===== config.mk =====
export PLATFORM = sky130hd
export DESIGN_NAME = tec_timer
export DESIGN_NICKNAME = d
export VERILOG_FILES = /design/src/common/tec_pkg.sv /design/src/tec_timer.sv
export SDC_FILE = /design/constraint.sdc
export NUM_CORES = 1
export LEC_CHECK = 0
export BUFFER_PORTS_ARGS = -buffer_cell sky130_fd_sc_hd__buf_2
export CAP_MARGIN = 20
export CORE_ASPECT_RATIO = 1.2
export CORE_MARGIN = 2
export CORE_UTILIZATION = 45
export DETAILED_ROUTE_END_ITERATION = 10
export SLEW_MARGIN = 10
export SYNTH_ARGS = -nofsm -noshare
export SYNTH_HDL_FRONTEND = slang
export SYNTH_SLANG_ARGS = --single-unit

===== constraint.sdc =====
create_clock -name ref_clk -period 3.14 [get_ports ref_clk]
set_clock_uncertainty 0.05 [all_clocks]
set_input_delay 0.157 -clock ref_clk [delete_from_list [all_inputs] [get_ports ref_clk]]
set_output_delay 0.157 -clock ref_clk [all_outputs]
set_load 0.01 [all_outputs]

===== src/common/tec_pkg.sv =====
// Package: register map, field layout, reset values and modes of the 16-bit timer/event counter
package tec_pkg;

  // ---------------------------------------------------------------
  // Register offsets in data memory
  // ---------------------------------------------------------------
  localparam logic [7:0] OFS_COUNT_HIGH  = 8'h20;
  localparam logic [7:0] OFS_COUNT_LOW   = 8'h21;
  localparam logic [7:0] OFS_CONTROL     = 8'h22;
  localparam logic [7:0] OFS_RELOAD_HIGH = 8'h23;
  localparam logic [7:0] OFS_RELOAD_LOW  = 8'h24;
  localparam logic [7:0] OFS_CONV_SETUP  = 8'h25;

  // ---------------------------------------------------------------
  // Field positions
  // ---------------------------------------------------------------
  localparam int CTL_EDGE_BIT    = 3;
  localparam int CTL_RUN_BIT     = 4;
  localparam int CTL_MODE_LSB    = 5;
  localparam int CTL_MODE_MSB    = 7;
  localparam int CONV_SELECT_BIT = 1;

  // Converter setup bits that store a value; bits 2 and 3 read zero
  localparam logic [7:0] CONV_SETUP_MASK = 8'hF3;

  // ---------------------------------------------------------------
  // Reset values
  // ---------------------------------------------------------------
  localparam logic [7:0]  RST_CONTROL    = 8'h08;
  localparam logic [7:0]  RST_CONV_SETUP = 8'h80;
  localparam logic [15:0] RST_COUNT      = 16'h0000;
  localparam logic [15:0] COUNT_MAX      = 16'hFFFF;

  // ---------------------------------------------------------------
  // Timing
  // ---------------------------------------------------------------
  localparam int         QUARTER_DIV  = 4;
  localparam logic [1:0] QUARTER_LAST = 2'(QUARTER_DIV - 1);

  // ---------------------------------------------------------------
  // Clock source modes
  // ---------------------------------------------------------------
  typedef enum logic [2:0] {
    MODE_SYS_CLK   = 3'h0,
    MODE_QUARTER   = 3'h1,
    MODE_RTC       = 3'h2,
    MODE_AD_CLOCK  = 3'h3,
    MODE_EVENT     = 3'h4,
    MODE_PULSE_W   = 3'h5,
    MODE_UNUSED6   = 3'h6,
    MODE_UNUSED7   = 3'h7
  } tec_mode_e;

endpackage : tec_pkg


===== src/tec_timer.sv =====
// Module: 16-bit timer/event counter with reload, buffered byte access and divider output
//
// Notes on behaviour
// - Converter select 0 joins counter and reload bytes into one 16-bit timer.
// - Reload low write fills a buffer; high write loads both bytes at once.
// - Reading counter high latches counter low; low read returns that latch.
// - Mode field picks clock: sys, quarter, rtc, ad clock, event, pulse width.
// - Edge select 0 counts rising edges, 1 counts falling edges.
// - Run enable 0 stops counting, 1 lets the counter advance.
// - Control bits 0 to 2 always read as zero.
// - Counting resumes from the value already in the counter.
// - Passing FFFF reloads from reload register and sets overflow flag together.
// - Pulse width: start on active edge, stop on return, clear run enable.
// - Pulse width measures once, keeps result, is edge triggered.
// - Overflow while measuring reloads and raises the request as usual.
// - Overflow wakes from halt and may toggle the divider pin.
// - Clearing overflow interrupt enable stops the request in every mode.
// - Divider option: pin latch 0 enables divider, 1 holds pin low.
// - Reload write while stopped also loads the counter; running, only reload.
// - Running count undisturbed by reload writes until next overflow.
// - Reading counter high blocks the count for that cycle.
`timescale 1ns/10ps

module tec_timer
  import tec_pkg::*;
(
  input  wire logic       ref_clk,
  input  wire logic       nrst,
  input  wire logic       clkEn,
  input  wire logic [7:0] memAddr,
  input  wire logic       memWrEn,
  input  wire logic       memRdEn,
  input  wire logic [7:0] memWrData,
  output logic      [7:0] memRdData,
  input  wire logic       eventInputPin,
  input  wire logic       adClockPin,
  input  wire logic       rtcTick,
  input  wire logic       overflowIrqEnable,
  input  wire logic       overflowFlagClear,
  input  wire logic       dividerOption,
  input  wire logic       dividerPinLatch,
  output logic            overflowFlag,
  output logic            irqRequest,
  output logic            wakeUp,
  output logic            dividerPin
);

  // ---------------------------------------------------------------
  // Helpers
  // ---------------------------------------------------------------
  function automatic logic activeEdge(input logic prev, input logic cur, input logic fall);
    activeEdge = fall ? (prev & ~cur) : (~prev & cur);
  endfunction : activeEdge

  function automatic logic hit(input logic [7:0] addr, input logic [7:0] ofs);
    hit = (addr == ofs);
  endfunction : hit

  // ---------------------------------------------------------------
  // Declarations
  // ---------------------------------------------------------------
  typedef enum logic [1:0] {
    PW_WAIT,
    PW_COUNT,
    PW_DONE
  } tec_pw_e;

  logic [15:0] count_q;
  logic [15:0] reload_q;
  logic [7:0]  reloadLowBuf_q;
  logic [7:0]  countLowWrBuf_q;
  logic [7:0]  countLowRdBuf_q;
  logic        edgeSel_q;
  logic        runEn_q;
  tec_mode_e   mode_q;
  logic [7:0]  convSetup_q;
  logic [7:0]  rdData_q;
  logic        ovfFlag_q;
  logic        irq_q;
  logic        wake_q;
  logic        divToggle_q;
  logic        divPin_q;
  logic [1:0]  quarterCnt_q;
  tec_pw_e     pwState_q;

  logic        evSync1_q;
  logic        evSync2_q;
  logic        evPrev_q;
  logic        adSync1_q;
  logic        adSync2_q;
  logic        adPrev_q;

  logic        wrCountHigh;
  logic        wrCountLow;
  logic        wrControl;
  logic        wrReloadHigh;
  logic        wrReloadLow;
  logic        wrConvSetup;
  logic        rdCountHigh;
  logic        timerSel;
  logic        quarterTick;
  logic        evActive;
  logic        evReturn;
  logic        adRise;
  logic        srcTick;
  logic        countStep;
  logic        overflow;
  logic        pwEnd;
  logic [15:0] reloadNext;

  // ---------------------------------------------------------------
  // Access decode
  // ---------------------------------------------------------------
  assign wrCountHigh  = memWrEn & hit(memAddr, OFS_COUNT_HIGH);
  assign wrCountLow   = memWrEn & hit(memAddr, OFS_COUNT_LOW);
  assign wrControl    = memWrEn & hit(memAddr, OFS_CONTROL);
  assign wrReloadHigh = memWrEn & hit(memAddr, OFS_RELOAD_HIGH);
  assign wrReloadLow  = memWrEn & hit(memAddr, OFS_RELOAD_LOW);
  assign wrConvSetup  = memWrEn & hit(memAddr, OFS_CONV_SETUP);
  assign rdCountHigh  = memRdEn & hit(memAddr, OFS_COUNT_HIGH);

  assign reloadNext = {memWrData, reloadLowBuf_q};

  // ---------------------------------------------------------------
  // Pin synchronisers
  // ---------------------------------------------------------------
  // Pins are asynchronous; edges compare the second stage with its delayed copy
  always_ff @(posedge ref_clk) begin
    if (!nrst) begin
      evSync1_q <= 1'b0;
      evSync2_q <= 1'b0;
      evPrev_q  <= 1'b0;
      adSync1_q <= 1'b0;
      adSync2_q <= 1'b0;
      adPrev_q  <= 1'b0;
    end else if (clkEn) begin
      evSync1_q <= eventInputPin;
      evSync2_q <= evSync1_q;
      evPrev_q  <= evSync2_q;
      adSync1_q <= adClockPin;
      adSync2_q <= adSync1_q;
      adPrev_q  <= adSync2_q;
    end
  end

  assign evActive = activeEdge(evPrev_q, evSync2_q, edgeSel_q);
  assign evReturn = activeEdge(evPrev_q, evSync2_q, ~edgeSel_q);
  assign adRise   = activeEdge(adPrev_q, adSync2_q, 1'b0);

  // ---------------------------------------------------------------
  // Quarter system clock prescaler
  // ---------------------------------------------------------------
  always_ff @(posedge ref_clk) begin
    if (!nrst) begin
      quarterCnt_q <= 2'b00;
    end else if (clkEn) begin
      quarterCnt_q <= quarterCnt_q + 2'b01;
    end
  end

  assign quarterTick = (quarterCnt_q == QUARTER_LAST);

  // ---------------------------------------------------------------
  // Count source selection
  // ---------------------------------------------------------------
  assign timerSel = ~convSetup_q[CONV_SELECT_BIT];

  always_comb begin
    case (mode_q)
      MODE_SYS_CLK:  srcTick = 1'b1;
      MODE_QUARTER:  srcTick = quarterTick;
      MODE_RTC:      srcTick = rtcTick;
      MODE_AD_CLOCK: srcTick = adRise;
      MODE_EVENT:    srcTick = evActive;
      MODE_PULSE_W:  srcTick = quarterTick & (pwState_q == PW_COUNT);
      default:       srcTick = 1'b0;
    endcase
  end

  // Reading the high byte freezes the count; a tick may be lost
  assign countStep = timerSel & runEn_q & srcTick & ~rdCountHigh;
  assign overflow  = countStep & (count_q == COUNT_MAX);

  // ---------------------------------------------------------------
  // Pulse width measurement
  // ---------------------------------------------------------------
  assign pwEnd = (mode_q == MODE_PULSE_W) & (pwState_q == PW_COUNT) & evReturn;

  always_ff @(posedge ref_clk) begin
    if (!nrst) begin
      pwState_q <= PW_WAIT;
    end else if (clkEn) begin
      if (!runEn_q || mode_q != MODE_PULSE_W || !timerSel) begin
        pwState_q <= PW_WAIT;
      end else begin
        case (pwState_q)
          PW_WAIT: begin
            if (evActive) begin
              pwState_q <= PW_COUNT;
            end
          end
          PW_COUNT: begin
            if (evReturn) begin
              pwState_q <= PW_DONE;
            end
          end
          PW_DONE:  pwState_q <= PW_DONE;
          default:  pwState_q <= PW_WAIT;
        endcase
      end
    end
  end

  // ---------------------------------------------------------------
  // Control and converter setup registers
  // ---------------------------------------------------------------
  always_ff @(posedge ref_clk) begin
    if (!nrst) begin
      edgeSel_q <= RST_CONTROL[CTL_EDGE_BIT];
      runEn_q   <= RST_CONTROL[CTL_RUN_BIT];
      mode_q    <= tec_mode_e'(RST_CONTROL[CTL_MODE_MSB:CTL_MODE_LSB]);
    end else if (clkEn) begin
      if (wrControl) begin
        edgeSel_q <= memWrData[CTL_EDGE_BIT];
        runEn_q   <= memWrData[CTL_RUN_BIT];
        mode_q    <= tec_mode_e'(memWrData[CTL_MODE_MSB:CTL_MODE_LSB]);
      end else if (pwEnd) begin
        runEn_q <= 1'b0;
      end
    end
  end

  always_ff @(posedge ref_clk) begin
    if (!nrst) begin
      convSetup_q <= RST_CONV_SETUP;
    end else if (clkEn && wrConvSetup) begin
      convSetup_q <= memWrData & CONV_SETUP_MASK;
    end
  end

  // ---------------------------------------------------------------
  // Reload register and its low byte buffer
  // ---------------------------------------------------------------
  always_ff @(posedge ref_clk) begin
    if (!nrst) begin
      reloadLowBuf_q <= RST_COUNT[7:0];
      reload_q       <= RST_COUNT;
    end else if (clkEn) begin
      if (wrReloadLow) begin
        reloadLowBuf_q <= memWrData;
      end
      if (wrReloadHigh) begin
        reload_q <= reloadNext;
      end
    end
  end

  // ---------------------------------------------------------------
  // Counter
  // ---------------------------------------------------------------
  // Power-up contents are undefined in the part; cleared here for determinism
  always_ff @(posedge ref_clk) begin
    if (!nrst) begin
      countLowWrBuf_q <= RST_COUNT[7:0];
      count_q         <= RST_COUNT;
    end else if (clkEn) begin
      if (wrCountLow) begin
        countLowWrBuf_q <= memWrData;
      end
      if (wrCountHigh) begin
        count_q <= {memWrData, countLowWrBuf_q};
      end else if (wrReloadHigh && !runEn_q) begin
        count_q <= reloadNext;
      end else if (overflow) begin
        count_q <= reload_q;
      end else if (countStep) begin
        count_q <= count_q + 16'h0001;
      end
    end
  end

  // ---------------------------------------------------------------
  // Read path
  // ---------------------------------------------------------------
  always_ff @(posedge ref_clk) begin
    if (!nrst) begin
      countLowRdBuf_q <= RST_COUNT[7:0];
      rdData_q        <= 8'h00;
    end else if (clkEn) begin
      if (rdCountHigh) begin
        countLowRdBuf_q <= count_q[7:0];
      end
      if (!memRdEn) begin
        rdData_q <= 8'h00;
      end else begin
        case (memAddr)
          OFS_COUNT_HIGH:  rdData_q <= count_q[15:8];
          OFS_COUNT_LOW:   rdData_q <= countLowRdBuf_q;
          OFS_CONTROL:     rdData_q <= {mode_q, runEn_q, edgeSel_q, 3'b000};
          OFS_RELOAD_HIGH: rdData_q <= reload_q[15:8];
          OFS_RELOAD_LOW:  rdData_q <= reload_q[7:0];
          OFS_CONV_SETUP:  rdData_q <= convSetup_q;
          default:         rdData_q <= 8'h00;
        endcase
      end
    end
  end

  // ---------------------------------------------------------------
  // Overflow flag, request and wake-up
  // ---------------------------------------------------------------
  // A new overflow wins over a clear in the same cycle
  always_ff @(posedge ref_clk) begin
    if (!nrst) begin
      ovfFlag_q <= 1'b0;
    end else if (clkEn) begin
      if (overflow) begin
        ovfFlag_q <= 1'b1;
      end else if (overflowFlagClear) begin
        ovfFlag_q <= 1'b0;
      end
    end
  end

  always_ff @(posedge ref_clk) begin
    if (!nrst) begin
      irq_q  <= 1'b0;
      wake_q <= 1'b0;
    end else if (clkEn) begin
      irq_q  <= (ovfFlag_q | overflow) & overflowIrqEnable;
      wake_q <= overflow;
    end
  end

  // ---------------------------------------------------------------
  // Frequency divider output
  // ---------------------------------------------------------------
  // Without the option the pin simply follows its port latch
  always_ff @(posedge ref_clk) begin
    if (!nrst) begin
      divToggle_q <= 1'b0;
      divPin_q    <= 1'b0;
    end else if (clkEn) begin
      if (overflow) begin
        divToggle_q <= ~divToggle_q;
      end
      if (!dividerOption) begin
        divPin_q <= dividerPinLatch;
      end else if (dividerPinLatch) begin
        divPin_q <= 1'b0;
      end else begin
        divPin_q <= divToggle_q ^ overflow;
      end
    end
  end

  // ---------------------------------------------------------------
  // Outputs
  // ---------------------------------------------------------------
  assign memRdData    = rdData_q;
  assign overflowFlag = ovfFlag_q;
  assign irqRequest   = irq_q;
  assign wakeUp       = wake_q;
  assign dividerPin   = divPin_q;

endmodule : tec_timer


==> impl_metrics.prom, run 1 <==
# TYPE chip_impl_metric gauge
chip_impl_metric{name="diodes",unit=""} 0
chip_impl_metric{name="clock_path_buffers",unit=""} 2
chip_impl_metric{name="fillers",unit=""} 972
chip_impl_metric{name="layout.nets",unit=""} 590
chip_impl_metric{name="postSynthRegisterBits",unit=""} 90
chip_impl_metric{name="detailed_placer_s_ending_hpwl",unit="um"} 9600
chip_impl_metric{name="cts_buffers",unit=""} 9
chip_impl_metric{name="yosysWarnings",unit=""} 0
chip_impl_info{name="unrepaired_setup_endpoints_after_global_routing",value="no"} 1
chip_impl_metric{name="vdd_drop_max",unit="mV"} 0.258
chip_impl_metric{name="start_util",unit="%"} 46.4
chip_impl_metric{name="maxSlewViolCount",unit=""} 0
chip_impl_metric{name="areaGrowthSynthToFinish",unit="%"} 12.2
chip_impl_metric{name="worst_relative_slew_slack",unit="%"} 44.1
chip_impl_metric{name="die_area",unit="mm2"} 0.0112
chip_impl_metric{name="final_antenna_net_count",unit=""} 0
chip_impl_metric{name="grt_pass1_wl",unit="um"} 20800
chip_impl_metric{name="routedWlPerCell",unit="um"} 19.3
chip_impl_metric{name="synth_edf_count",unit=""} 0
chip_impl_metric{name="syn_area_per_cell",unit="um2"} 8.73
chip_impl_metric{name="finalPower",unit="mW"} 2.36
chip_impl_metric{name="post_route_wl",unit="um"} 13300
chip_impl_info{name="crit_path_category",value="reg -> reg"} 1
chip_impl_metric{name="synth_top_area_share",unit="%"} 38.6
chip_impl_metric{name="htreeDepth",unit=""} 3
chip_impl_info{name="outcome",value="finished, final reports clean"} 1
chip_impl_metric{name="clkTransAtPathRegs",unit="ns"} 0.06
chip_impl_metric{name="synthesis.instances",unit=""} 535
chip_impl_metric{name="cp_max_fo",unit=""} 20
chip_impl_info{name="synthDominantAreaCellType",value="dfxtp_1"} 1
chip_impl_info{name="endpoint_kind",value="flop"} 1
chip_impl_metric{name="drt_iter0_drc",unit=""} 299
chip_impl_metric{name="core",unit="mm2"} 0.0101
chip_impl_info{name="final_common_cell",value="dfxtp_1"} 1
chip_impl_metric{name="rows",unit=""} 40
chip_impl_metric{name="synth_seq_area_share",unit="%"} 38.6
chip_impl_metric{name="power.leakage",unit="nW"} 2.16
chip_impl_info{name="worst_setup_path_start_kind",value="flop"} 1
chip_impl_metric{name="grtUsageTotal",unit="%"} 24.1
chip_impl_metric{name="max_freq",unit="GHz"} 0.406
chip_impl_metric{name="finalSetupViolations",unit=""} 0
chip_impl_metric{name="cts_num_sinks",unit=""} 90
chip_impl_metric{name="detailroute.via_count",unit=""} 4130
chip_impl_metric{name="drt_pre_antenna_iters",unit=""} 5
chip_impl_metric{name="grt_pass1_vias",unit=""} 3768
chip_impl_info{name="cts_tree",value="yes"} 1
chip_impl_metric{name="detail_route.vias_per_cell",unit=""} 6.00
chip_impl_info{name="min-delay-path-class",value="in -> reg"} 1
chip_impl_metric{name="antenna_violations_before_repair",unit=""} 0
chip_impl_metric{name="async_flop_share",unit="%"} 0
chip_impl_metric{name="final_core_utilization",unit="%"} 52.1
chip_impl_metric{name="layout-drive-gt1-share",unit="%"} 15.8
chip_impl_metric{name="hold_violation_count_in_the_final_report",unit=""} 0
chip_impl_info{name="post_synth_main_area_contributors",value="dfxtp_1 39%, mux2i_1 11%, nor2_1 6.6%, nand2_1 3.5%, a21oi_1 2.9%"} 1
chip_impl_metric{name="worst-endpoint-required",unit="ns"} 3.34
chip_impl_metric{name="final-instance-count-excl-fill",unit=""} 688
chip_impl_metric{name="io_buffer_count",unit=""} 39
chip_impl_metric{name="setup-tns-final",unit="ns"} 0
chip_impl_metric{name="post_synth_instance_area",unit="mm2"} 0.00467
chip_impl_metric{name="post-cts-setup-buffers",unit=""} 0
chip_impl_metric{name="io-pin-count",unit=""} 40
chip_impl_metric{name="ctsResizeCount",unit=""} 0
chip_impl_metric{name="tightestPinTransition",unit="ns"} 0.839
chip_impl_metric{name="drc_errors",unit=""} 0
chip_impl_metric{name="largest_net_degree_at_the_start_of_global_routing",unit=""} 48
chip_impl_metric{name="netlist-cell-type-count",unit=""} 61
chip_impl_info{name="layout_common_cells",value="90 x dfxtp_1, 82 x nor2_1, 51 x mux2i_1"} 1
chip_impl_metric{name="final_min_period_over_clock_period",unit="%"} 78.5
chip_impl_metric{name="synth.net_count",unit=""} 568
chip_impl_metric{name="drv_cap",unit=""} 0
chip_impl_metric{name="global_route_overflow",unit=""} 0
chip_impl_info{name="ys.flop_type",value="dfxtp_1"} 1
chip_impl_metric{name="arrival",unit="ns"} 2.66
chip_impl_info{name="root_buffer",value="clkbuf_16"} 1
chip_impl_metric{name="gp_congestion",unit=""} 0.899
chip_impl_metric{name="dp.cells",unit=""} 672
chip_impl_metric{name="cts_hold_repair.buffers",unit=""} 0
chip_impl_metric{name="power_density",unit="mW/mm2"} 451
chip_impl_metric{name="die-width",unit="um"} 97
chip_impl_metric{name="fin_crit",unit="ns"} 2.46
chip_impl_metric{name="clk_latency",unit="ns"} 0.34
chip_impl_metric{name="die-height",unit="um"} 116
## Yosys cell counts, drive strengths merged, types with 3 or more instances
master,number
dfxtp,90
nor2,82
mux2i,51
nand2,44
a21oi,27
clkbuf,27
nand3,26
o21ai,13
mux2,10
buf,9
nor2b,9
a221oi,8
a22oi,8
inv,8
nand4,8
nor3,8
xor2,8
a2bb2oi,7
a311oi,7
and3,6
nand2b,6
and2,5
ha,5
a211o,4
mux4,4
nand3b,4
o211ai,4
xnor2,4
a31oi,3
o21a,3
o221ai,3
or3,3
## critical path: stages, from the launching register on
cell and delay (ns):
dfxtp_1 0.42, ha_1 0.22, nand3_1 0.21, nor2_1 0.30, and3_1 0.22, and3_4 0.37, mux2_4 0.33, a311oi_2 0.25
## flip-flops by register name, summed over array words and instances (netlist names), 2 cells and up
| name | cells |
|---|---|
| quarterCnt_q | 2 |
| convSetup_q | 6 |
| count_q | 16 |
| pwState_q | 2 |
| mode_q | 3 |
| countLowWrBuf_q | 8 |
| countLowRdBuf_q | 8 |
| reloadLowBuf_q | 8 |
| reload_q | 16 |
| memRdData | 8 |
## final timing paths
| kind | from | endpoint | cells past startpoint | slack [ns] |
|---|---|---|---|---|
| setup reg to reg | count_q[0] | count_q[5] | 7 | 0.68 |
| hold reg to reg | countLowWrBuf_q[7] | countLowWrBuf_q[7] | 2 | 0.41 |
| hold / removal | adClockPin | adSync1_q | 3 | 0.008 |
| setup / recovery | count_q[0] | count_q[5] | 7 | 0.68 |
## metrics by stage
step | hold WS (ns) | cell area (um2) | setup WS, ns
after floorplan | 0.232 | 4670 | 0.881
after global placement | 0.343 | 4940 | 0.719
after detailed placement | 0.359 | 4940 | 0.695
after CTS | 0.00631 | 5240 | 0.689
after global routing | 0.0181 | 5240 | 0.494
final | 0.00756 | 5240 | 0.677
## routing by layer
layer / track usage, % / up-vias / share of wire, %
li1: - / 1977 / -
met1: 29.6 / 2015 / 42
met2: 42.4 / 118 / 50
met3: 4.46 / 20 / 4.9
met4: 8.83 / 0 / 2.7
met5: 0 / - / 0
## final cells by class
class                   instances  area, um2  share of cell area, %
repair buffers                 47        255                   4.87
multi-input cells             401       2690                   51.4
inverters                       8       30.0                  0.573
well taps                     126        158                   3.01
flip-flops and latches         90       1800                   34.4
clock inverters                 5       52.6                   1.00
clock buffers                  11        253                   4.82
## where the power goes
part | total [mW] | switching [mW] | internal [mW]
clock | 1.09 | 0.431 | 0.655
combinational | 0.125 | 0.0860 | 0.0394
sequential | 1.15 | 0.00501 | 1.15
## logic make-up (layout without fill, tap and decap cells)
| kind of cell | Yosys count | after routing | share of synthesized area [%] |
|---|---|---|---|
| DFF | 90 | 90 | 38.6 |
| AOI/OAI and AO/OA | 107 | 107 | 16.7 |
| muxes | 65 | 65 | 15.5 |
| buffers and inverters | 44 | 71 | 3.91 |
| and+or+nand+nor | 212 | 212 | 21.7 |
| xor gates and xnor gates | 12 | 12 | 2.25 |
| adders and majority gates | 5 | 5 | 1.34 |
Note: power is estimated with default switching activity, not from simulation.
==> run 2, diff against run 1 <==
==> constraint.sdc (replaced) <==
create_clock -name ref_clk -period 2.3 [get_ports ref_clk]
set_clock_uncertainty 0.05 [all_clocks]
set_input_delay 0.115 -clock ref_clk [delete_from_list [all_inputs] [get_ports ref_clk]]
set_output_delay 0.115 -clock ref_clk [all_outputs]
set_load 0.01 [all_outputs]
==> run 2 against run 1 <==
First-iteration DRC count is 11% lower. Via count up 3.1%. Register-to-register slack got worse by 0.50 ns. Non-clock buffer count is 37 higher. Core utilization is 2.6 points higher. Wire length increased by 3.9%. Sequential cell count stayed put. Largest cell class unchanged.
==> impl_metrics.prom, run 2 (synthesis results as in run 1) <==
# TYPE chip_impl_metric gauge
chip_impl_info{name="outcome",value="finished, final reports clean"} 1
chip_impl_metric{name="worst_hold_slack",unit="ns"} 0.00238
chip_impl_metric{name="htreeDepth",unit=""} 3
chip_impl_metric{name="die-height",unit="um"} 116
chip_impl_info{name="path_delay_family",value="compound AO/OA/AOI/OAI gates"} 1
chip_impl_metric{name="timing.reg2reg.setup_slack",unit="ns"} 0.17
chip_impl_metric{name="finalSetupViolations",unit=""} 0
chip_impl_metric{name="maxSlewViolCount",unit=""} 0
chip_impl_info{name="cts_tree",value="yes"} 1
chip_impl_metric{name="layout.area.seq",unit="mm2"} 0.00180
chip_impl_info{name="worst_setup_path_start_kind",value="flop"} 1
chip_impl_metric{name="die_area",unit="mm2"} 0.0112
chip_impl_metric{name="worst-endpoint-required",unit="ns"} 2.49
chip_impl_info{name="min-delay-path-class",value="in -> reg"} 1
chip_impl_metric{name="tightestPinTransition",unit="ns"} 0.486
chip_impl_metric{name="cp_max_fo",unit=""} 13
chip_impl_metric{name="largest_net_degree_at_the_start_of_global_routing",unit=""} 36
chip_impl_info{name="endpoint_kind",value="flop"} 1
chip_impl_metric{name="grt_pass1_vias",unit=""} 4135
chip_impl_metric{name="cts_num_sinks",unit=""} 90
chip_impl_metric{name="final_min_period_over_clock_period",unit="%"} 92.4
chip_impl_info{name="critical-path-slowest-cell",value="dfxtp_1"} 1
chip_impl_metric{name="layout-drive-gt1-share",unit="%"} 20.4
chip_impl_metric{name="cp.buffers_inverters",unit=""} 2
chip_impl_metric{name="routedWlPerCell",unit="um"} 19.1
chip_impl_metric{name="drt_iter0_drc",unit=""} 267
chip_impl_metric{name="detailed_placer_s_ending_hpwl",unit="um"} 9900
chip_impl_metric{name="fin_crit",unit="ns"} 2.13
chip_impl_metric{name="hold_violation_count_in_the_final_report",unit=""} 0
chip_impl_metric{name="die-width",unit="um"} 97
chip_impl_metric{name="final_antenna_net_count",unit=""} 0
chip_impl_info{name="crit_path_category",value="reg -> reg"} 1
chip_impl_metric{name="cts_buffers",unit=""} 9
chip_impl_metric{name="max_freq",unit="GHz"} 0.470
chip_impl_metric{name="fillers",unit=""} 955
chip_impl_metric{name="clkTransAtPathRegs",unit="ns"} 0.06
chip_impl_metric{name="power_density",unit="mW/mm2"} 570
chip_impl_metric{name="io_buffer_count",unit=""} 39
chip_impl_metric{name="drc_errors",unit=""} 0
chip_impl_info{name="r2r-end",value="count_q[8]"} 1
chip_impl_info{name="root_buffer",value="clkbuf_16"} 1
chip_impl_metric{name="vdd_drop_max",unit="mV"} 0.396
chip_impl_metric{name="critPathMaxStageDelay",unit="ns"} 0.30
chip_impl_metric{name="final_cell_area",unit="mm2"} 0.00550
chip_impl_metric{name="clk_latency",unit="ns"} 0.35
chip_impl_metric{name="global_route_overflow",unit=""} 0
chip_impl_info{name="unrepaired_setup_endpoints_after_global_routing",value="no"} 1
chip_impl_metric{name="rows",unit=""} 40
chip_impl_metric{name="drv_cap",unit=""} 0
chip_impl_info{name="crit_path_cell_trace",value="inv_1, ha_1, nor2b_1, o21ai_1, a22o_1, and3_4, buf_4, a211o_1, a32o_1"} 1
chip_impl_info{name="cp-startpoint",value="pwState_q[1]"} 1
chip_impl_metric{name="areaGrowthSynthToFinish",unit="%"} 17.8
chip_impl_metric{name="diodes",unit=""} 0
chip_impl_info{name="r2r-start",value="pwState_q[1]"} 1
chip_impl_metric{name="clock_path_buffers",unit=""} 2
chip_impl_metric{name="start_util",unit="%"} 46.4
chip_impl_metric{name="total_area_of_multi_input_combinational_cells",unit="mm2"} 0.00269
chip_impl_metric{name="power.leakage",unit="nW"} 2.34
chip_impl_metric{name="grt_pass1_wl",unit="um"} 22000
chip_impl_metric{name="gp_congestion",unit=""} 0.899
chip_impl_metric{name="core",unit="mm2"} 0.0101
chip_impl_metric{name="grtUsageTotal",unit="%"} 25.2
chip_impl_metric{name="antenna_violations_before_repair",unit=""} 0
chip_impl_metric{name="drt_pre_antenna_iters",unit=""} 5
chip_impl_info{name="layout_common_cells",value="90 x dfxtp_1, 82 x nor2_1, 51 x mux2i_1"} 1
chip_impl_info{name="timing.hold.worst_endpoint",value="irqRequest"} 1
chip_impl_info{name="final_common_cell",value="dfxtp_1"} 1
chip_impl_metric{name="io-pin-count",unit=""} 40
chip_impl_metric{name="detail_route.vias_per_cell",unit=""} 5.88
chip_impl_metric{name="setup-tns-final",unit="ns"} 0
chip_impl_metric{name="layout.nets",unit=""} 627
chip_impl_metric{name="worst_relative_slew_slack",unit="%"} 67.5
chip_impl_info{name="biggestRegsByFlops",value="count_q (16), reload_q (16)"} 1
chip_impl_metric{name="dpl_cell_area",unit="mm2"} 0.00519
chip_impl_metric{name="detailroute.via_count",unit=""} 4260
chip_impl_metric{name="cell_depth_of_the_worst_flop_to_flop_path",unit=""} 9
chip_impl_info{name="min-delay-start",value="overflowIrqEnable"} 1
chip_impl_metric{name="post_route_wl",unit="um"} 13800
chip_impl_metric{name="arrival",unit="ns"} 2.32
chip_impl_metric{name="worstHoldPathCells",unit=""} 3
[run 2: per-layer routing]
layer / global-route usage, % / up-vias / routed length (um)
li1: - / 2056 / -
met1: 31.1 / 2068 / 5840
met2: 44.4 / 113 / 7120
met3: 4.22 / 23 / 520
met4: 9.48 / 0 / 321
met5: 0 / - / 0
[run 2: through the flow]
stage | worst slack [ns] | instances | util [%] | total power [mW]
6_report | 0.174 | 724 | 54.7 | 3.13
5_1_grt | 0.00510 | 724 | 54.7 | 3.24
4_1_cts | 0.123 | 722 | 54.6 | 3.15
3_5_place_dp | 0.0603 | 704 | 51.6 | 1.79
3_3_place_gp | 0.0716 | 704 | 51.6 | 1.79
2_1_floorplan | 0.0835 | 535 | - | 1.71
[run 2: layout make-up]
class                   count  share of cell area, %
clock buffers              10                   4.34
clock inverters             5                  0.523
well taps                 126                   2.86
multi-input cells         401                   48.9
flip-flops and latches     90                   32.7
inverters                   8                  0.546
repair buffers             84                   10.1
[run 2: worst max-delay path by stage]
stage | cells past startpoint | slack, ns | endpoint
CTS | 8 | 0.12 | count_q[1]
global route | 8 | 0.005 | count_q[10]
detailed placement | 7 | 0.06 | count_q[1]
global placement | 7 | 0.07 | count_q[1]
finish | 9 | 0.17 | count_q[8]
floorplan | 8 | 0.08 | count_q[5]
[run 2: where the power goes]
group / leakage, nW / switching [mW] / internal [mW]
Clock: 0.138 / 0.620 / 0.752
Sequential: 0.726 / 0.00693 / 1.57
Combinational: 1.47 / 0.122 / 0.0666
Total: 2.34 / 0.749 / 2.39
[run 2: worst min-delay path: stages]
cell	delay (ns)
buf_2	0.09
o21ai_0	0.06
o21ai_0	0.07
[run 2: what timing repair did]
| item | in CTS | in global routing |
|---|---|---|
| hold buffers | 3 | 0 |
| setup buffers | 0 | 2 |
| setup endpoints to repair | 0 | 8 |
| gates resized for setup | 0 | 1 |
| endpoints found under the hold margin | 3 | 0 |
